File: src/include/bkrc_pkg.sv
package bkrc_pkg;
    localparam logic [11:0] ADDR_VOLT = 12'h000;
    localparam logic [11:0] ADDR_RUN_MODE = 12'h004;
    localparam logic [11:0] ADDR_STBY_MODE = 12'h008;
    localparam logic [11:0] ADDR_ILIM = 12'h00C;
    localparam logic [11:0] ADDR_IRQ_STATUS = 12'h010;
    localparam logic [11:0] ADDR_IRQ_MASK = 12'h014;
    localparam logic [11:0] ADDR_STATE = 12'h018;
    localparam logic [1:0] RESP_OKAY = 2'h0;
    localparam logic [1:0] RESP_SLVERR = 2'h2;
    localparam logic [1:0] MODE_SEQ_DEFAULT = 2'h3;
    localparam logic [1:0] MODE_NOSEQ_DEFAULT = 2'h0;
    localparam logic [1:0] ILIM_RESET = 2'h0;
    localparam logic MASK_RESET = 1'b1;
    localparam logic [4:0] CODE_TOP = 5'h1B;
    // Discharge time before re-enable, 100 ns clock.
    localparam int DISCHARGE_US = 100;
    localparam int CLK_NS = 100;
    localparam int DISCHARGE_CYC = DISCHARGE_US * 1000 / CLK_NS;
    localparam int DIS_W = 10;

    typedef enum logic [1:0] {
        BKRC_OFF = 2'b00,
        BKRC_PWM = 2'b01,
        BKRC_PFM = 2'b10,
        BKRC_AUTO = 2'b11
    } bkrc_mode_e;

    typedef enum logic [1:0] {
        BKRC_ST_IDLE = 2'b00,
        BKRC_ST_ON = 2'b01,
        BKRC_ST_DISCHARGE = 2'b10
    } bkrc_seq_e;
endpackage

File: src/bkrc_vdecode.sv
`timescale 1ns/1ps
module bkrc_vdecode
    import bkrc_pkg::*;
(
    input wire logic [4:0] i_code,
    output logic [12:0] o_millivolt
);
    logic [4:0] sat;

    always_comb begin
        sat = (i_code > CODE_TOP) ? CODE_TOP : i_code;
        case (sat)
            5'h00: o_millivolt = 13'h03E8;
            5'h01: o_millivolt = 13'h044C;
            5'h02: o_millivolt = 13'h04B0;
            5'h03: o_millivolt = 13'h04E2;
            5'h04: o_millivolt = 13'h0514;
            5'h05: o_millivolt = 13'h0546;
            5'h06: o_millivolt = 13'h05DC;
            5'h07: o_millivolt = 13'h0640;
            5'h08: o_millivolt = 13'h0708;
            5'h09: o_millivolt = 13'h073A;
            5'h0A: o_millivolt = 13'h07D0;
            5'h0B: o_millivolt = 13'h0834;
            5'h0C: o_millivolt = 13'h0866;
            5'h0D: o_millivolt = 13'h08CA;
            5'h0E: o_millivolt = 13'h08FC;
            5'h0F: o_millivolt = 13'h0960;
            5'h10: o_millivolt = 13'h09C4;
            5'h11: o_millivolt = 13'h0AF0;
            5'h12: o_millivolt = 13'h0C4E;
            5'h13: o_millivolt = 13'h0C80;
            5'h14: o_millivolt = 13'h0CB2;
            5'h15: o_millivolt = 13'h0CE4;
            5'h16: o_millivolt = 13'h0D16;
            5'h17: o_millivolt = 13'h0D48;
            5'h18: o_millivolt = 13'h0DAC;
            5'h19: o_millivolt = 13'h0ED8;
            5'h1A: o_millivolt = 13'h0FA0;
            default: o_millivolt = 13'h1004;
        endcase
    end
endmodule // bkrc_vdecode

File: src/bkrc_ilim_decode.sv
`timescale 1ns/1ps
module bkrc_ilim_decode
    import bkrc_pkg::*;
(
    input wire logic [1:0] i_sel,
    output logic [12:0] o_milliamp
);
    always_comb begin
        case (i_sel)
            2'h0: o_milliamp = 13'h0834;
            2'h1: o_milliamp = 13'h0A28;
            2'h2: o_milliamp = 13'h0BB8;
            default: o_milliamp = 13'h1194;
        endcase
    end
endmodule // bkrc_ilim_decode

File: src/bkrc_top.sv
// Added by the designer: the AXI4-Lite slave port and the placing of the registers.
`timescale 1ns/1ps
module bkrc_top
    import bkrc_pkg::*;
(
    input wire logic i_clk,
    input wire logic i_reset_n,
    input wire logic [4:0] i_default_voltage_code_otp,
    input wire logic i_otp_in_sequence,
    input wire logic i_standby,
    input wire logic [11:0] i_s_axi_awaddr,
    input wire logic i_s_axi_awvalid,
    output logic o_s_axi_awready,
    input wire logic [31:0] i_s_axi_wdata,
    input wire logic [3:0] i_s_axi_wstrb,
    input wire logic i_s_axi_wvalid,
    output logic o_s_axi_wready,
    output logic [1:0] o_s_axi_bresp,
    output logic o_s_axi_bvalid,
    input wire logic i_s_axi_bready,
    input wire logic [11:0] i_s_axi_araddr,
    input wire logic i_s_axi_arvalid,
    output logic o_s_axi_arready,
    output logic [31:0] o_s_axi_rdata,
    output logic [1:0] o_s_axi_rresp,
    output logic o_s_axi_rvalid,
    input wire logic i_s_axi_rready,
    output logic [4:0] o_out_voltage_code,
    output logic [12:0] o_setpoint_mv,
    output logic [1:0] o_active_mode,
    output logic o_buck_enable,
    output logic o_discharge,
    output logic [1:0] o_peak_limit_select,
    output logic [12:0] o_peak_limit_ma,
    output logic o_irq_out_n
);
    logic [4:0] out_voltage_code;
    logic [1:0] run_state_op_select;
    logic [1:0] standby_state_op_select;
    logic [1:0] peak_limit_select;
    logic op_change_irq_flag;
    logic irq_mask;
    logic loaded;
    logic aw_held;
    logic w_held;
    logic [11:0] aw_addr;
    logic [31:0] w_data;
    logic [3:0] w_strb;
    logic bvalid;
    logic [1:0] bresp;
    logic rvalid;
    logic [31:0] rdata;
    logic [1:0] rresp;
    logic do_write;
    logic volt_write;
    logic clear_flag;
    bkrc_mode_e mode_sel;
    bkrc_mode_e applied_mode;
    bkrc_seq_e seq;
    bkrc_seq_e next_seq;
    bkrc_mode_e next_applied;
    logic [DIS_W-1:0] dis_count;
    logic [12:0] setpoint_mv;
    logic [12:0] limit_ma;
    logic [1:0] mode_reset;

    // Write path: address and data are taken independently, then answered together.
    assign o_s_axi_awready = !aw_held && !bvalid;
    assign o_s_axi_wready = !w_held && !bvalid;
    assign o_s_axi_arready = !rvalid;
    assign do_write = aw_held && w_held && !bvalid;
    assign volt_write = do_write && (aw_addr == ADDR_VOLT) && w_strb[0];
    assign clear_flag = do_write && (aw_addr == ADDR_IRQ_STATUS) && w_strb[0] && w_data[0];

    always_ff @(posedge i_clk) begin
        if (!i_reset_n) begin
            aw_held <= 1'b0;
            w_held <= 1'b0;
            aw_addr <= 12'h000;
            w_data <= 32'h0000_0000;
            w_strb <= 4'h0;
            bvalid <= 1'b0;
            bresp <= RESP_OKAY;
        end else begin
            if (o_s_axi_awready && i_s_axi_awvalid) begin
                aw_held <= 1'b1;
                aw_addr <= i_s_axi_awaddr;
            end
            if (o_s_axi_wready && i_s_axi_wvalid) begin
                w_held <= 1'b1;
                w_data <= i_s_axi_wdata;
                w_strb <= i_s_axi_wstrb;
            end
            if (do_write) begin
                aw_held <= 1'b0;
                w_held <= 1'b0;
                bvalid <= 1'b1;
                bresp <= (aw_addr[11:5] == 7'h00 && aw_addr[1:0] == 2'h0
                          && aw_addr[4:2] != 3'h7) ? RESP_OKAY : RESP_SLVERR;
            end else if (bvalid && i_s_axi_bready) begin
                bvalid <= 1'b0;
            end
        end
    end

    assign o_s_axi_bvalid = bvalid;
    assign o_s_axi_bresp = bresp;

    assign mode_reset = i_otp_in_sequence ? MODE_SEQ_DEFAULT : MODE_NOSEQ_DEFAULT;

    // Reset clears the load flag and the registers except irq_mask, which it sets; the OTP straps are sampled on the first clock after.
    always_ff @(posedge i_clk) begin
        if (!i_reset_n) begin
            loaded <= 1'b0;
            out_voltage_code <= 5'h00;
            run_state_op_select <= 2'h0;
            standby_state_op_select <= 2'h0;
            peak_limit_select <= ILIM_RESET;
            irq_mask <= MASK_RESET;
        end else if (!loaded) begin
            loaded <= 1'b1;
            out_voltage_code <= i_default_voltage_code_otp;
            run_state_op_select <= mode_reset;
            standby_state_op_select <= mode_reset;
        end else if (do_write && w_strb[0]) begin
            case (aw_addr)
                ADDR_VOLT: out_voltage_code <= w_data[4:0];
                ADDR_RUN_MODE: run_state_op_select <= w_data[1:0];
                ADDR_STBY_MODE: standby_state_op_select <= w_data[1:0];
                ADDR_ILIM: peak_limit_select <= w_data[1:0];
                ADDR_IRQ_MASK: irq_mask <= w_data[0];
                default: ;
            endcase
        end
    end

    // The state input only picks a field; voltage code is untouched across states.
    assign mode_sel = bkrc_mode_e'(i_standby ? standby_state_op_select
                                             : run_state_op_select);

    // Sequencer: a new code while regulating forces a discharge before restart.
    always_comb begin
        next_seq = seq;
        case (seq)
            BKRC_ST_IDLE: if (loaded && mode_sel != BKRC_OFF) next_seq = BKRC_ST_ON;
            BKRC_ST_ON: begin
                if (volt_write) next_seq = BKRC_ST_DISCHARGE;
                else if (mode_sel == BKRC_OFF) next_seq = BKRC_ST_IDLE;
            end
            BKRC_ST_DISCHARGE: begin
                if (dis_count == DIS_W'(DISCHARGE_CYC - 1)) begin
                    next_seq = (mode_sel == BKRC_OFF) ? BKRC_ST_IDLE : BKRC_ST_ON;
                end
            end
            default: next_seq = BKRC_ST_IDLE;
        endcase
    end

    // One shared next value keeps the flag in step with what the regulator is given.
    assign next_applied = (next_seq == BKRC_ST_ON) ? mode_sel : BKRC_OFF;

    always_ff @(posedge i_clk) begin
        if (!i_reset_n) begin
            seq <= BKRC_ST_IDLE;
        end else begin
            seq <= next_seq;
        end
    end

    always_ff @(posedge i_clk) begin
        if (!i_reset_n) begin
            dis_count <= '0;
        end else if (seq == BKRC_ST_DISCHARGE) begin
            dis_count <= dis_count + 1'b1;
        end else begin
            dis_count <= '0;
        end
    end

    always_ff @(posedge i_clk) begin
        if (!i_reset_n) begin
            applied_mode <= BKRC_OFF;
        end else begin
            applied_mode <= next_applied;
        end
    end

    // Set wins over a simultaneous clear so no mode change is missed.
    always_ff @(posedge i_clk) begin
        if (!i_reset_n) begin
            op_change_irq_flag <= 1'b0;
        end else if (loaded && applied_mode != next_applied) begin
            op_change_irq_flag <= 1'b1;
        end else if (clear_flag) begin
            op_change_irq_flag <= 1'b0;
        end
    end

    always_ff @(posedge i_clk) begin
        if (!i_reset_n) begin
            o_irq_out_n <= 1'b1;
        end else begin
            o_irq_out_n <= !(op_change_irq_flag && !irq_mask);
        end
    end

    bkrc_vdecode u_vdecode (
        .i_code(out_voltage_code),
        .o_millivolt(setpoint_mv)
    );

    bkrc_ilim_decode u_ilim (
        .i_sel(peak_limit_select),
        .o_milliamp(limit_ma)
    );

    always_ff @(posedge i_clk) begin
        if (!i_reset_n) begin
            o_out_voltage_code <= 5'h00;
            o_setpoint_mv <= 13'h0000;
            o_active_mode <= 2'h0;
            o_buck_enable <= 1'b0;
            o_discharge <= 1'b0;
            o_peak_limit_select <= 2'h0;
            o_peak_limit_ma <= 13'h0000;
        end else begin
            o_out_voltage_code <= out_voltage_code;
            o_setpoint_mv <= setpoint_mv;
            o_active_mode <= applied_mode;
            o_buck_enable <= (applied_mode != BKRC_OFF);
            o_discharge <= (seq == BKRC_ST_DISCHARGE);
            o_peak_limit_select <= peak_limit_select;
            o_peak_limit_ma <= limit_ma;
        end
    end

    // Read path.
    always_ff @(posedge i_clk) begin
        if (!i_reset_n) begin
            rvalid <= 1'b0;
            rdata <= 32'h0000_0000;
            rresp <= RESP_OKAY;
        end else if (i_s_axi_arvalid && !rvalid) begin
            rvalid <= 1'b1;
            rresp <= RESP_OKAY;
            case (i_s_axi_araddr)
                ADDR_VOLT: rdata <= {27'h0, out_voltage_code};
                ADDR_RUN_MODE: rdata <= {30'h0, run_state_op_select};
                ADDR_STBY_MODE: rdata <= {30'h0, standby_state_op_select};
                ADDR_ILIM: rdata <= {30'h0, peak_limit_select};
                ADDR_IRQ_STATUS: rdata <= {31'h0, op_change_irq_flag};
                ADDR_IRQ_MASK: rdata <= {31'h0, irq_mask};
                ADDR_STATE: rdata <= {28'h0, seq, applied_mode};
                default: begin
                    rdata <= 32'h0000_0000;
                    rresp <= RESP_SLVERR;
                end
            endcase
        end else if (rvalid && i_s_axi_rready) begin
            rvalid <= 1'b0;
        end
    end

    assign o_s_axi_rvalid = rvalid;
    assign o_s_axi_rdata = rdata;
    assign o_s_axi_rresp = rresp;

    // Power-up load of the one-time defaults.
    AST_OTP_LOAD: assert property (@(posedge i_clk) disable iff (!i_reset_n)
        $rose(loaded) |-> out_voltage_code == $past(i_default_voltage_code_otp))
        else $error("Voltage code not loaded from OTP.");
    AST_MODE_DEFAULT: assert property (@(posedge i_clk) disable iff (!i_reset_n)
        $rose(loaded) |-> run_state_op_select == standby_state_op_select)
        else $error("Mode defaults differ.");
    AST_MODE_LOAD: assert property (@(posedge i_clk) disable iff (!i_reset_n)
        $rose(loaded) |-> run_state_op_select == $past(mode_reset))
        else $error("Run mode not loaded from the sequence strap.");
    AST_LOAD_ONCE: assert property (@(posedge i_clk) disable iff (!i_reset_n)
        loaded |=> loaded)
        else $error("Defaults reloaded outside reset.");

    // Discharge sequence around a voltage change, and code saturation.
    AST_DISCHARGE: assert property (@(posedge i_clk) disable iff (!i_reset_n)
        (seq == BKRC_ST_ON && volt_write) |=> seq == BKRC_ST_DISCHARGE)
        else $error("No discharge after voltage change.");
    AST_OFF_IN_DIS: assert property (@(posedge i_clk) disable iff (!i_reset_n)
        seq == BKRC_ST_DISCHARGE |=> applied_mode == BKRC_OFF || seq != BKRC_ST_DISCHARGE)
        else $error("Regulator on while discharging.");
    AST_DIS_LEN: assert property (@(posedge i_clk) disable iff (!i_reset_n)
        seq == BKRC_ST_DISCHARGE |-> dis_count < DIS_W'(DISCHARGE_CYC))
        else $error("Discharge counter ran past its limit.");
    AST_DIS_EXIT: assert property (@(posedge i_clk) disable iff (!i_reset_n)
        (seq == BKRC_ST_DISCHARGE && dis_count == DIS_W'(DISCHARGE_CYC - 1))
        |=> seq != BKRC_ST_DISCHARGE)
        else $error("Discharge did not end on time.");
    AST_SAT: assert property (@(posedge i_clk) disable iff (!i_reset_n)
        out_voltage_code >= CODE_TOP |-> setpoint_mv == 13'h1004)
        else $error("Saturated code not 4.10 V.");

    // Applied mode, state selection and the interrupt path.
    AST_STBY_APPLY: assert property (@(posedge i_clk) disable iff (!i_reset_n)
        (seq == BKRC_ST_ON && next_seq == BKRC_ST_ON) |=> applied_mode == $past(mode_sel))
        else $error("Applied mode does not follow the selected field.");
    AST_ENABLE: assert property (@(posedge i_clk) disable iff (!i_reset_n)
        o_buck_enable == (o_active_mode != 2'h0))
        else $error("Enable disagrees with the applied mode.");
    AST_STBY_VOLT: assert property (@(posedge i_clk) disable iff (!i_reset_n)
        ($changed(i_standby) && !do_write) |=> $stable(out_voltage_code))
        else $error("Voltage changed on state toggle.");
    AST_IRQ_SET: assert property (@(posedge i_clk) disable iff (!i_reset_n)
        (loaded && $changed(applied_mode)) |-> op_change_irq_flag)
        else $error("Mode change without flag.");
    AST_IRQ_OUT: assert property (@(posedge i_clk) disable iff (!i_reset_n)
        (op_change_irq_flag && !irq_mask) |=> !o_irq_out_n)
        else $error("Interrupt output not driven.");
    AST_IRQ_RELEASE: assert property (@(posedge i_clk) disable iff (!i_reset_n)
        (!op_change_irq_flag || irq_mask) |=> o_irq_out_n)
        else $error("Interrupt output held with nothing pending.");
    AST_FLAG_HOLD: assert property (@(posedge i_clk) disable iff (!i_reset_n)
        (op_change_irq_flag && !clear_flag) |=> op_change_irq_flag)
        else $error("Flag dropped without clear.");
    AST_FLAG_CLEAR: assert property (@(posedge i_clk) disable iff (!i_reset_n)
        (clear_flag && applied_mode == next_applied) |=> !op_change_irq_flag)
        else $error("Flag not cleared by software.");

    // Register bus writes and reads are answered, and the answers hold until taken.
    AST_WR_RESP: assert property (@(posedge i_clk) disable iff (!i_reset_n)
        do_write |=> bvalid)
        else $error("Write not answered.");
    AST_B_HOLD: assert property (@(posedge i_clk) disable iff (!i_reset_n)
        (bvalid && !i_s_axi_bready) |=> bvalid && $stable(bresp))
        else $error("Write response dropped before taken.");
    AST_AR_TAKE: assert property (@(posedge i_clk) disable iff (!i_reset_n)
        (i_s_axi_arvalid && !rvalid) |=> rvalid)
        else $error("Read not answered.");
    AST_R_HOLD: assert property (@(posedge i_clk) disable iff (!i_reset_n)
        (rvalid && !i_s_axi_rready) |=> rvalid && $stable(rdata))
        else $error("Read data dropped before taken.");

    // Main scenarios.
    COV_DISCHARGE: cover property (@(posedge i_clk) seq == BKRC_ST_DISCHARGE);
    COV_IRQ: cover property (@(posedge i_clk) !o_irq_out_n);
    COV_STBY: cover property (@(posedge i_clk) i_standby && applied_mode != BKRC_OFF);
    COV_DIS_DONE: cover property (@(posedge i_clk)
        seq == BKRC_ST_DISCHARGE ##1 seq == BKRC_ST_ON);
    COV_IRQ_CLEAR: cover property (@(posedge i_clk)
        op_change_irq_flag ##1 !op_change_irq_flag);
endmodule // bkrc_top

File: config.mk
export PLATFORM = sky130hd
export DESIGN_NAME = bkrc_top
export DESIGN_NICKNAME = d
export VERILOG_FILES = /design/src/include/bkrc_pkg.sv /design/src/bkrc_vdecode.sv /design/src/bkrc_ilim_decode.sv /design/src/bkrc_top.sv
export SDC_FILE = /design/constraint.sdc
export NUM_CORES = 1
export LEC_CHECK = 0
export BUFFER_PORTS_ARGS = -buffer_cell sky130_fd_sc_hd__clkbuf_2
export CORE_UTILIZATION = 40
export CTS_CLUSTER_SIZE = 16
export DETAILED_ROUTE_END_ITERATION = 16
export GPL_TIMING_DRIVEN = 0
export PLACE_DENSITY_LB_ADDON = 0.3
export REMOVE_ABC_BUFFERS = 1
export SLEW_MARGIN = 30
export SYNTH_ARGS = -nofsm -noshare
export SYNTH_HDL_FRONTEND = slang
export SYNTH_HIERARCHICAL = 1
export SYNTH_SLANG_ARGS = --single-unit
File: constraint.sdc
create_clock -name i_clk -period 6.9 [get_ports i_clk]
set_input_delay 0 -clock i_clk [delete_from_list [all_inputs] [get_ports i_clk]]
set_output_delay 0 -clock i_clk [all_outputs]
set_load 0.05 [all_outputs]
# After elaboration in Yosys (flattened, before gate mapping)

Memories as Yosys holds them, arrays and structs flattened. A register that Yosys moved wholly into a read port is not among the register bits.
Cells that the tools add are included.

Memories: 1
Output and inout bits: 79
ROM bits: 384
Register bits after elaboration: 124

Memory list:

| name            | words | width | read ports | clocked after Yosys merged registers in | wr ports | RTL line           | text |
|---|---|---|---|---|---|---|---|
| (no name shown) | 32    | 12    | 1          | 1                                       | 0        | bkrc_vdecode.sv:12 | `case (sat)` |

$add $sub $neg: 1
Multiplexer cells: 30
Equality and inequality tests: 23
Bitwise logic cells: 1
Order comparisons: 1
Reductions and logical operators: 47

Operator list:

| cell                                                   | count |
|---|---|
| == test 12 x 5 -> 1 bit (second input constant)        | 5 |
| == test 12 x 4 -> 1 bit (second input constant)        | 4 |
| case mux 13 bit (3 select lines)                       | 1 |
| case mux 5 bit (7 select lines)                        | 1 |
| 2-to-1 mux 2 bit                                       | 15 |
| == test 12 x 3 -> 1 bit (second input constant)        | 2 |
| logical NOT 12 bit                                     | 2 |
| logical AND 1 bit                                      | 20 |
| 2-to-1 mux 5 bit                                       | 4 |
| adder 10 x 1 -> 10 bit (second input constant)         | 1 |
| == test 10 bit (second input constant)                 | 1 |
| nonzero test 2 bit                                     | 5 |
| logical NOT 2 bit                                      | 4 |
| 2-to-1 mux 1 bit                                       | 8 |
| inequality test 2 x 1 -> 1 bit (second input constant) | 4 |
| AND reduction 2 bit                                    | 4 |
| logical NOT 1 bit                                      | 7 |
| logical NOT 7 bit                                      | 1 |
| OR reduction 7 bit                                     | 1 |
| == test 2 x 1 -> 1 bit (second input constant)         | 3 |
| case mux 2 bit (3 select lines)                        | 1 |
| AND reduction 3 bit                                    | 2 |
| > comparator 5 bit (second input constant)             | 1 |
| == test 2 bit (second input constant)                  | 2 |
| other kinds (4)                                        | 4 |

# Logic depth before layout (Yosys ltp)

Depth after elaboration: 11
Mapped depth: 11
Depth with buffers taken out: 10

# Cells and area by module

The synthesis kept the hierarchy.

Modules (own cells, without submodules):

| module           | instances | cells an instance | area each (um^2) | sequential area each (um^2) |
|---|---|---|---|---|
| bkrc_top         | 1         | 402               | 3746.1           | 1901.8 |
| bkrc_vdecode     | 1         | 103               | 655.6            | 0.0 |
| bkrc_ilim_decode | 1         | 18                | 131.4            | 0.0 |

# Least setup slack after synthesis

Ideal clock, no wire load.

Path kind: register -> register
From: register aw_addr[8]
To: register op_change_irq_flag
Clock period less this slack: 2288 ps
Data required time: 6766 ps
Path buffers: 1
Arrival: 2154 ps
Stages on the path, launching flop included: 7
Path slack: 4612 ps
Library setup time: 134 ps
Cell sequence: dfxtp_1 or4_4 or4b_1 buf_2 o31a_1 a2111oi_2 a211oi_1

Cells in the longest elaborated chain, start to end: 10
Elaborated cells between the ends (all ways): 15

Ends and longest elaborated chain:

| element                                                       | RTL line        | text |
|---|---|---|
| start: declaration                                            | bkrc_top.sv:46  | `logic [11:0] aw_addr;` |
| start signal: assignment                                      | bkrc_top.sv:87  | `aw_addr <= i_s_axi_awaddr;` |
| logical NOT 12 bit                                            | bkrc_top.sv:72  | `assign volt_write = do_write && (aw_addr == ADDR_VOLT) && w_strb[0];` |
| logical AND 1 bit (2 in series)                               | bkrc_top.sv:72  |  |
| 2-to-1 mux 2 bit                                              | bkrc_top.sv:147 | `if (volt_write) next_seq = BKRC_ST_DISCHARGE;` |
| case mux 2 bit (3 select lines)                               | bkrc_top.sv:144 | `case (seq)` |
| == test 2 x 1 -> 1 bit                                        | bkrc_top.sv:160 | `assign next_applied = (next_seq == BKRC_ST_ON) ? mode_sel : BKRC_OFF;` |
| 2-to-1 mux 2 bit                                              | bkrc_top.sv:160 |  |
| inequality test 2 bit                                         | bkrc_top.sv:192 | `end else if (loaded && applied_mode != next_applied) begin` |
| logical AND 1 bit                                             | bkrc_top.sv:192 |  |
| 2-to-1 mux 1 bit / nonzero test 2 bit (equally long branches) | --              |  |
| end signal: assignment                                        | bkrc_top.sv:191 | `op_change_irq_flag <= 1'b0;` |
| end signal: assignment                                        | bkrc_top.sv:193 | `op_change_irq_flag <= 1'b1;` |
| end signal: assignment                                        | bkrc_top.sv:195 | `op_change_irq_flag <= 1'b0;` |
| end: declaration                                              | bkrc_top.sv:41  | `logic op_change_irq_flag;` |

Parallel ways exist; a longest one is shown, timed or not.
A chain may end at the register's enable or synchronous reset.

# Final worst setup path

From: register out_voltage_code[4]
To: register o_setpoint_mv[1]

Cells in the longest elaborated chain, start to end: 2

Ends and longest elaborated chain:

| element                  | RTL line           | text |
|---|---|---|
| start: declaration       | bkrc_top.sv:37     | `logic [4:0] out_voltage_code;` |
| start signal: assignment | bkrc_top.sv:122    | `out_voltage_code <= i_default_voltage_code_otp;` |
| start signal: assignment | bkrc_top.sv:127    | `ADDR_VOLT: out_voltage_code <= w_data[4:0];` |
| > comparator 5 bit       | bkrc_vdecode.sv:11 | `sat = (i_code > CODE_TOP) ? CODE_TOP : i_code;` |
| 2-to-1 mux 5 bit *       | bkrc_vdecode.sv:11 |  |
| end: declaration         | bkrc_top.sv:29     | `output logic [12:0] o_setpoint_mv,` |

Mark *: on every way between the ends. The rest lies on a longest branch, timed or not.

==> metrics.txt <==
drt pass-1 iters 5; CP Launch Type flip-flop; CTS max path bufs 2; Setup Slack @ Placement about 4.3 ns; worst-case clock skew approximately 0.010 ns; Ant. Diodes 0; max-cap viol count 0; most used flip-flop cell after synthesis dfxtp_1; slowest stage delay, CP about 0.76 ns; cell taking the most area after synthesis dfxtp_1; initial antenna violation count 0; final slew viol count 0; CTS root buf clkbuf_16; P_int roughly 0.94 mW; DRT Wirelength 9.58 mm; clock share of power between 30% and 40%; Synth Area per Inst ~8.7 µm²; Sw Ratio between 20% and 30%; status finished, final reports clean; period utilization between 30% and 40%; top cell type's share of synthesized area about two fifths; Die W ~110 µm; share of layout cells above drive strength 1 about a fifth; Netlist cell types 62; unrepaired setup endpoints after global routing no; Cells after Synth roughly 520; estimated wirelength of the detail-placed design between 6 and 7 mm; relative slew slack a little over half; CP endpoint kind flip-flop; Worst path slowest cell dfxtp_1; Top delay family on crit path simple AND/OR/NAND/NOR gates; Post-synth EDFFs 0; CP arrival about 2.8 ns; Die Y 108 µm; placer congestion estimate 0.871; Routed Antenna Nets 0; fillcell total ~1000; flop2flop setup slack between 4 and 5 ns; Post-CTS Setup Inserts 0; Syn. warnings 6; worst slew pin tran 0.704 ns; detailed-route via count 3747; # H-tree levels 3; Leak around 2.4 nW; post-route minimum period 2.54 ns; # resized after CTS 0; crit path cell chain and2_1 -> nand2_1 -> nand2_1 -> inv_1 -> ha_1 -> inv_1 -> o21ai_0 -> a21oi_1 -> a21oi_1 -> and2_1; Buf/Inv on CP 2; Setup Crit Path Kind reg -> reg; Worst Path Required about 7.1 ns; Final #Nets 709; WHS 0.0219 ns; Area contributors post-synth dfxtp_1 (42%), buf_4 (6.5%), and2_1 (5.7%); Tightest Hold Check Type in -> reg; crit-path max FO 19; initial DRC count approximately 220; max frequency roughly 0.39 GHz; grt ovf 0; largest net degree at the start of global routing 45; clk slew on worst S/H paths about 0.07 ns; Clock Latency Late Sink 0.34 ns; CTS tree yes; IO Port Bufs between 90 and 100; setup violators final 0; Seq cells post-synth 95; Sw Pwr slightly below 0.4 mW; number of buffers created by CTS 9; sum of negative setup slack 0 ns; Reg power frac 45.2%; Pwr Total between 1 and 1.5 mW; wire per inst around 12 µm; first-pass GRT wire length approximately 15 mm; drc violations 0; core box area 10900 µm²; CTS sink cnt 95; io pins roughly 150; Hold Violations, Final 0; FFs w/ async S/R, synth 0%; full die area about 12000 µm²; Worst IR Drop VDD 0.153 mV; Syn Std Cell Area 4530 µm²; gr usage total between 10% and 20%; combinational share of power around 18%; vias in the first global route 3299; most frequent cells in the layout dfxtp_1 (93), clkbuf_2 (93), nand2_1 (53); Rows 38; Power Density 244 nW/µm²; final core utilization between 50 and 60%; Worst Slack Setup Final roughly 4.4 ns; sequential share of the synthesized area between 40% and 50%; initial core utilization about two fifths; Avg Vias per Cell 4.89; area grow syn2layout 20.6%; number of hold buffers added after cts 26
[synthesized netlist by cell type, types with 3 or more instances]
library cell and count:
dfxtp_1 95, nand2_1 53, nor2_1 47, and2_1 41, buf_4 39, a21oi_1 35
mux2i_1 23, inv_1 19, clkbuf_1 18, nand2b_1 14, ha_1 13, o21ai_0 11
a211oi_1 8, o21ai_1 8, xor2_1 7, a22oi_1 5, nand3_1 5, nor3_1 5
a311oi_1 4, and3_1 4, buf_2 4, a31oi_1 3, conb_1 3, nand3b_1 3
nand4_1 3, nor2b_1 3, o31ai_1 3, o32ai_1 3, or3_1 3
[power by group through the flow]
stage          Clock [mW]  Sequential [mW]  Combinational, mW
2_1_floorplan           0            0.654              0.129
3_3_place_gp            0            0.615              0.221
3_5_place_dp            0            0.616              0.225
4_1_cts             0.510            0.604              0.237
5_1_grt             0.530            0.608              0.256
6_report            0.495            0.604              0.237
[state kept, by name, indices dropped and copies added (netlist names), 2 cells and up]
| register | cells |
|---|---|
| seq | 2 |
| o_setpoint_mv | 13 |
| applied_mode | 2 |
| o_peak_limit_ma | 13 |
| o_peak_limit_select | 2 |
| o_active_mode | 2 |
| peak_limit_select | 2 |
| o_out_voltage_code | 5 |
| run_state_op_select | 2 |
| aw_addr | 12 |
| dis_count | 10 |
| o_s_axi_rdata | 5 |
| standby_state_op_select | 2 |
| out_voltage_code | 5 |
| w_data | 5 |
[through the flow]
step           instance area, µm²  std cells
2_1_floorplan                4260        492
3_3_place_gp                 4900        725
3_5_place_dp                 4910        725
4_1_cts                      5470        767
5_1_grt                      5470        767
6_report                     5470        767
[path summary, 6_finish.rpt]
kind	startpoint	end	depth (start not counted)
max	out_voltage_code[4]	o_setpoint_mv[1]	10
max reg2reg	out_voltage_code[4]	o_setpoint_mv[1]	10
min	i_otp_in_sequence	run_state_op_select[1]	3
min reg2reg	dis_count[0]	dis_count[0]	1
[logic make-up (layout without fill, tap and decap cells)]
logic type / Yosys count / count (layout) / share of synthesized area, %
buffers and inverters: 83 / 156 / 10.4
XOR/XNOR: 8 / 8 / 1.55
multiplexers: 25 / 25 / 5.58
AND/OR/NAND/NOR: 196 / 196 / 22.1
adder cells (fa/ha/maj): 13 / 13 / 3.59
AO/OA/AOI/OAI: 100 / 100 / 14.7
flip-flops: 95 / 95 / 42.0
other: 3 / 34 / 0.248
[worst min-delay path, cell delays in order]
cell and delay, ns:
clkbuf_2 0.09, nand2b_1 0.13, a311oi_1 0.10
[per-layer routing]
metal	vias up	global-route usage [%]	part of all wire, %	wire length (µm)
met2	105	29.7	50	4820
met3	14	4.58	5.2	499
met5	-	0	0	0
li1	1907	-	-	-
met4	0	6.08	1.5	146
met1	1721	19.4	43	4120
[layout make-up]
class,instances,area [µm²],share of cell area (%)
multi-input cells,376,2290,41.8
repair buffers,119,726,13.3
clock inverters,5,56.3,1.03
clock buffers,11,243,4.44
inverters,21,78.8,1.44
well taps,140,175,3.20
flip-flops and latches,95,1900,34.8
Power figures use the tool's default switching activity.
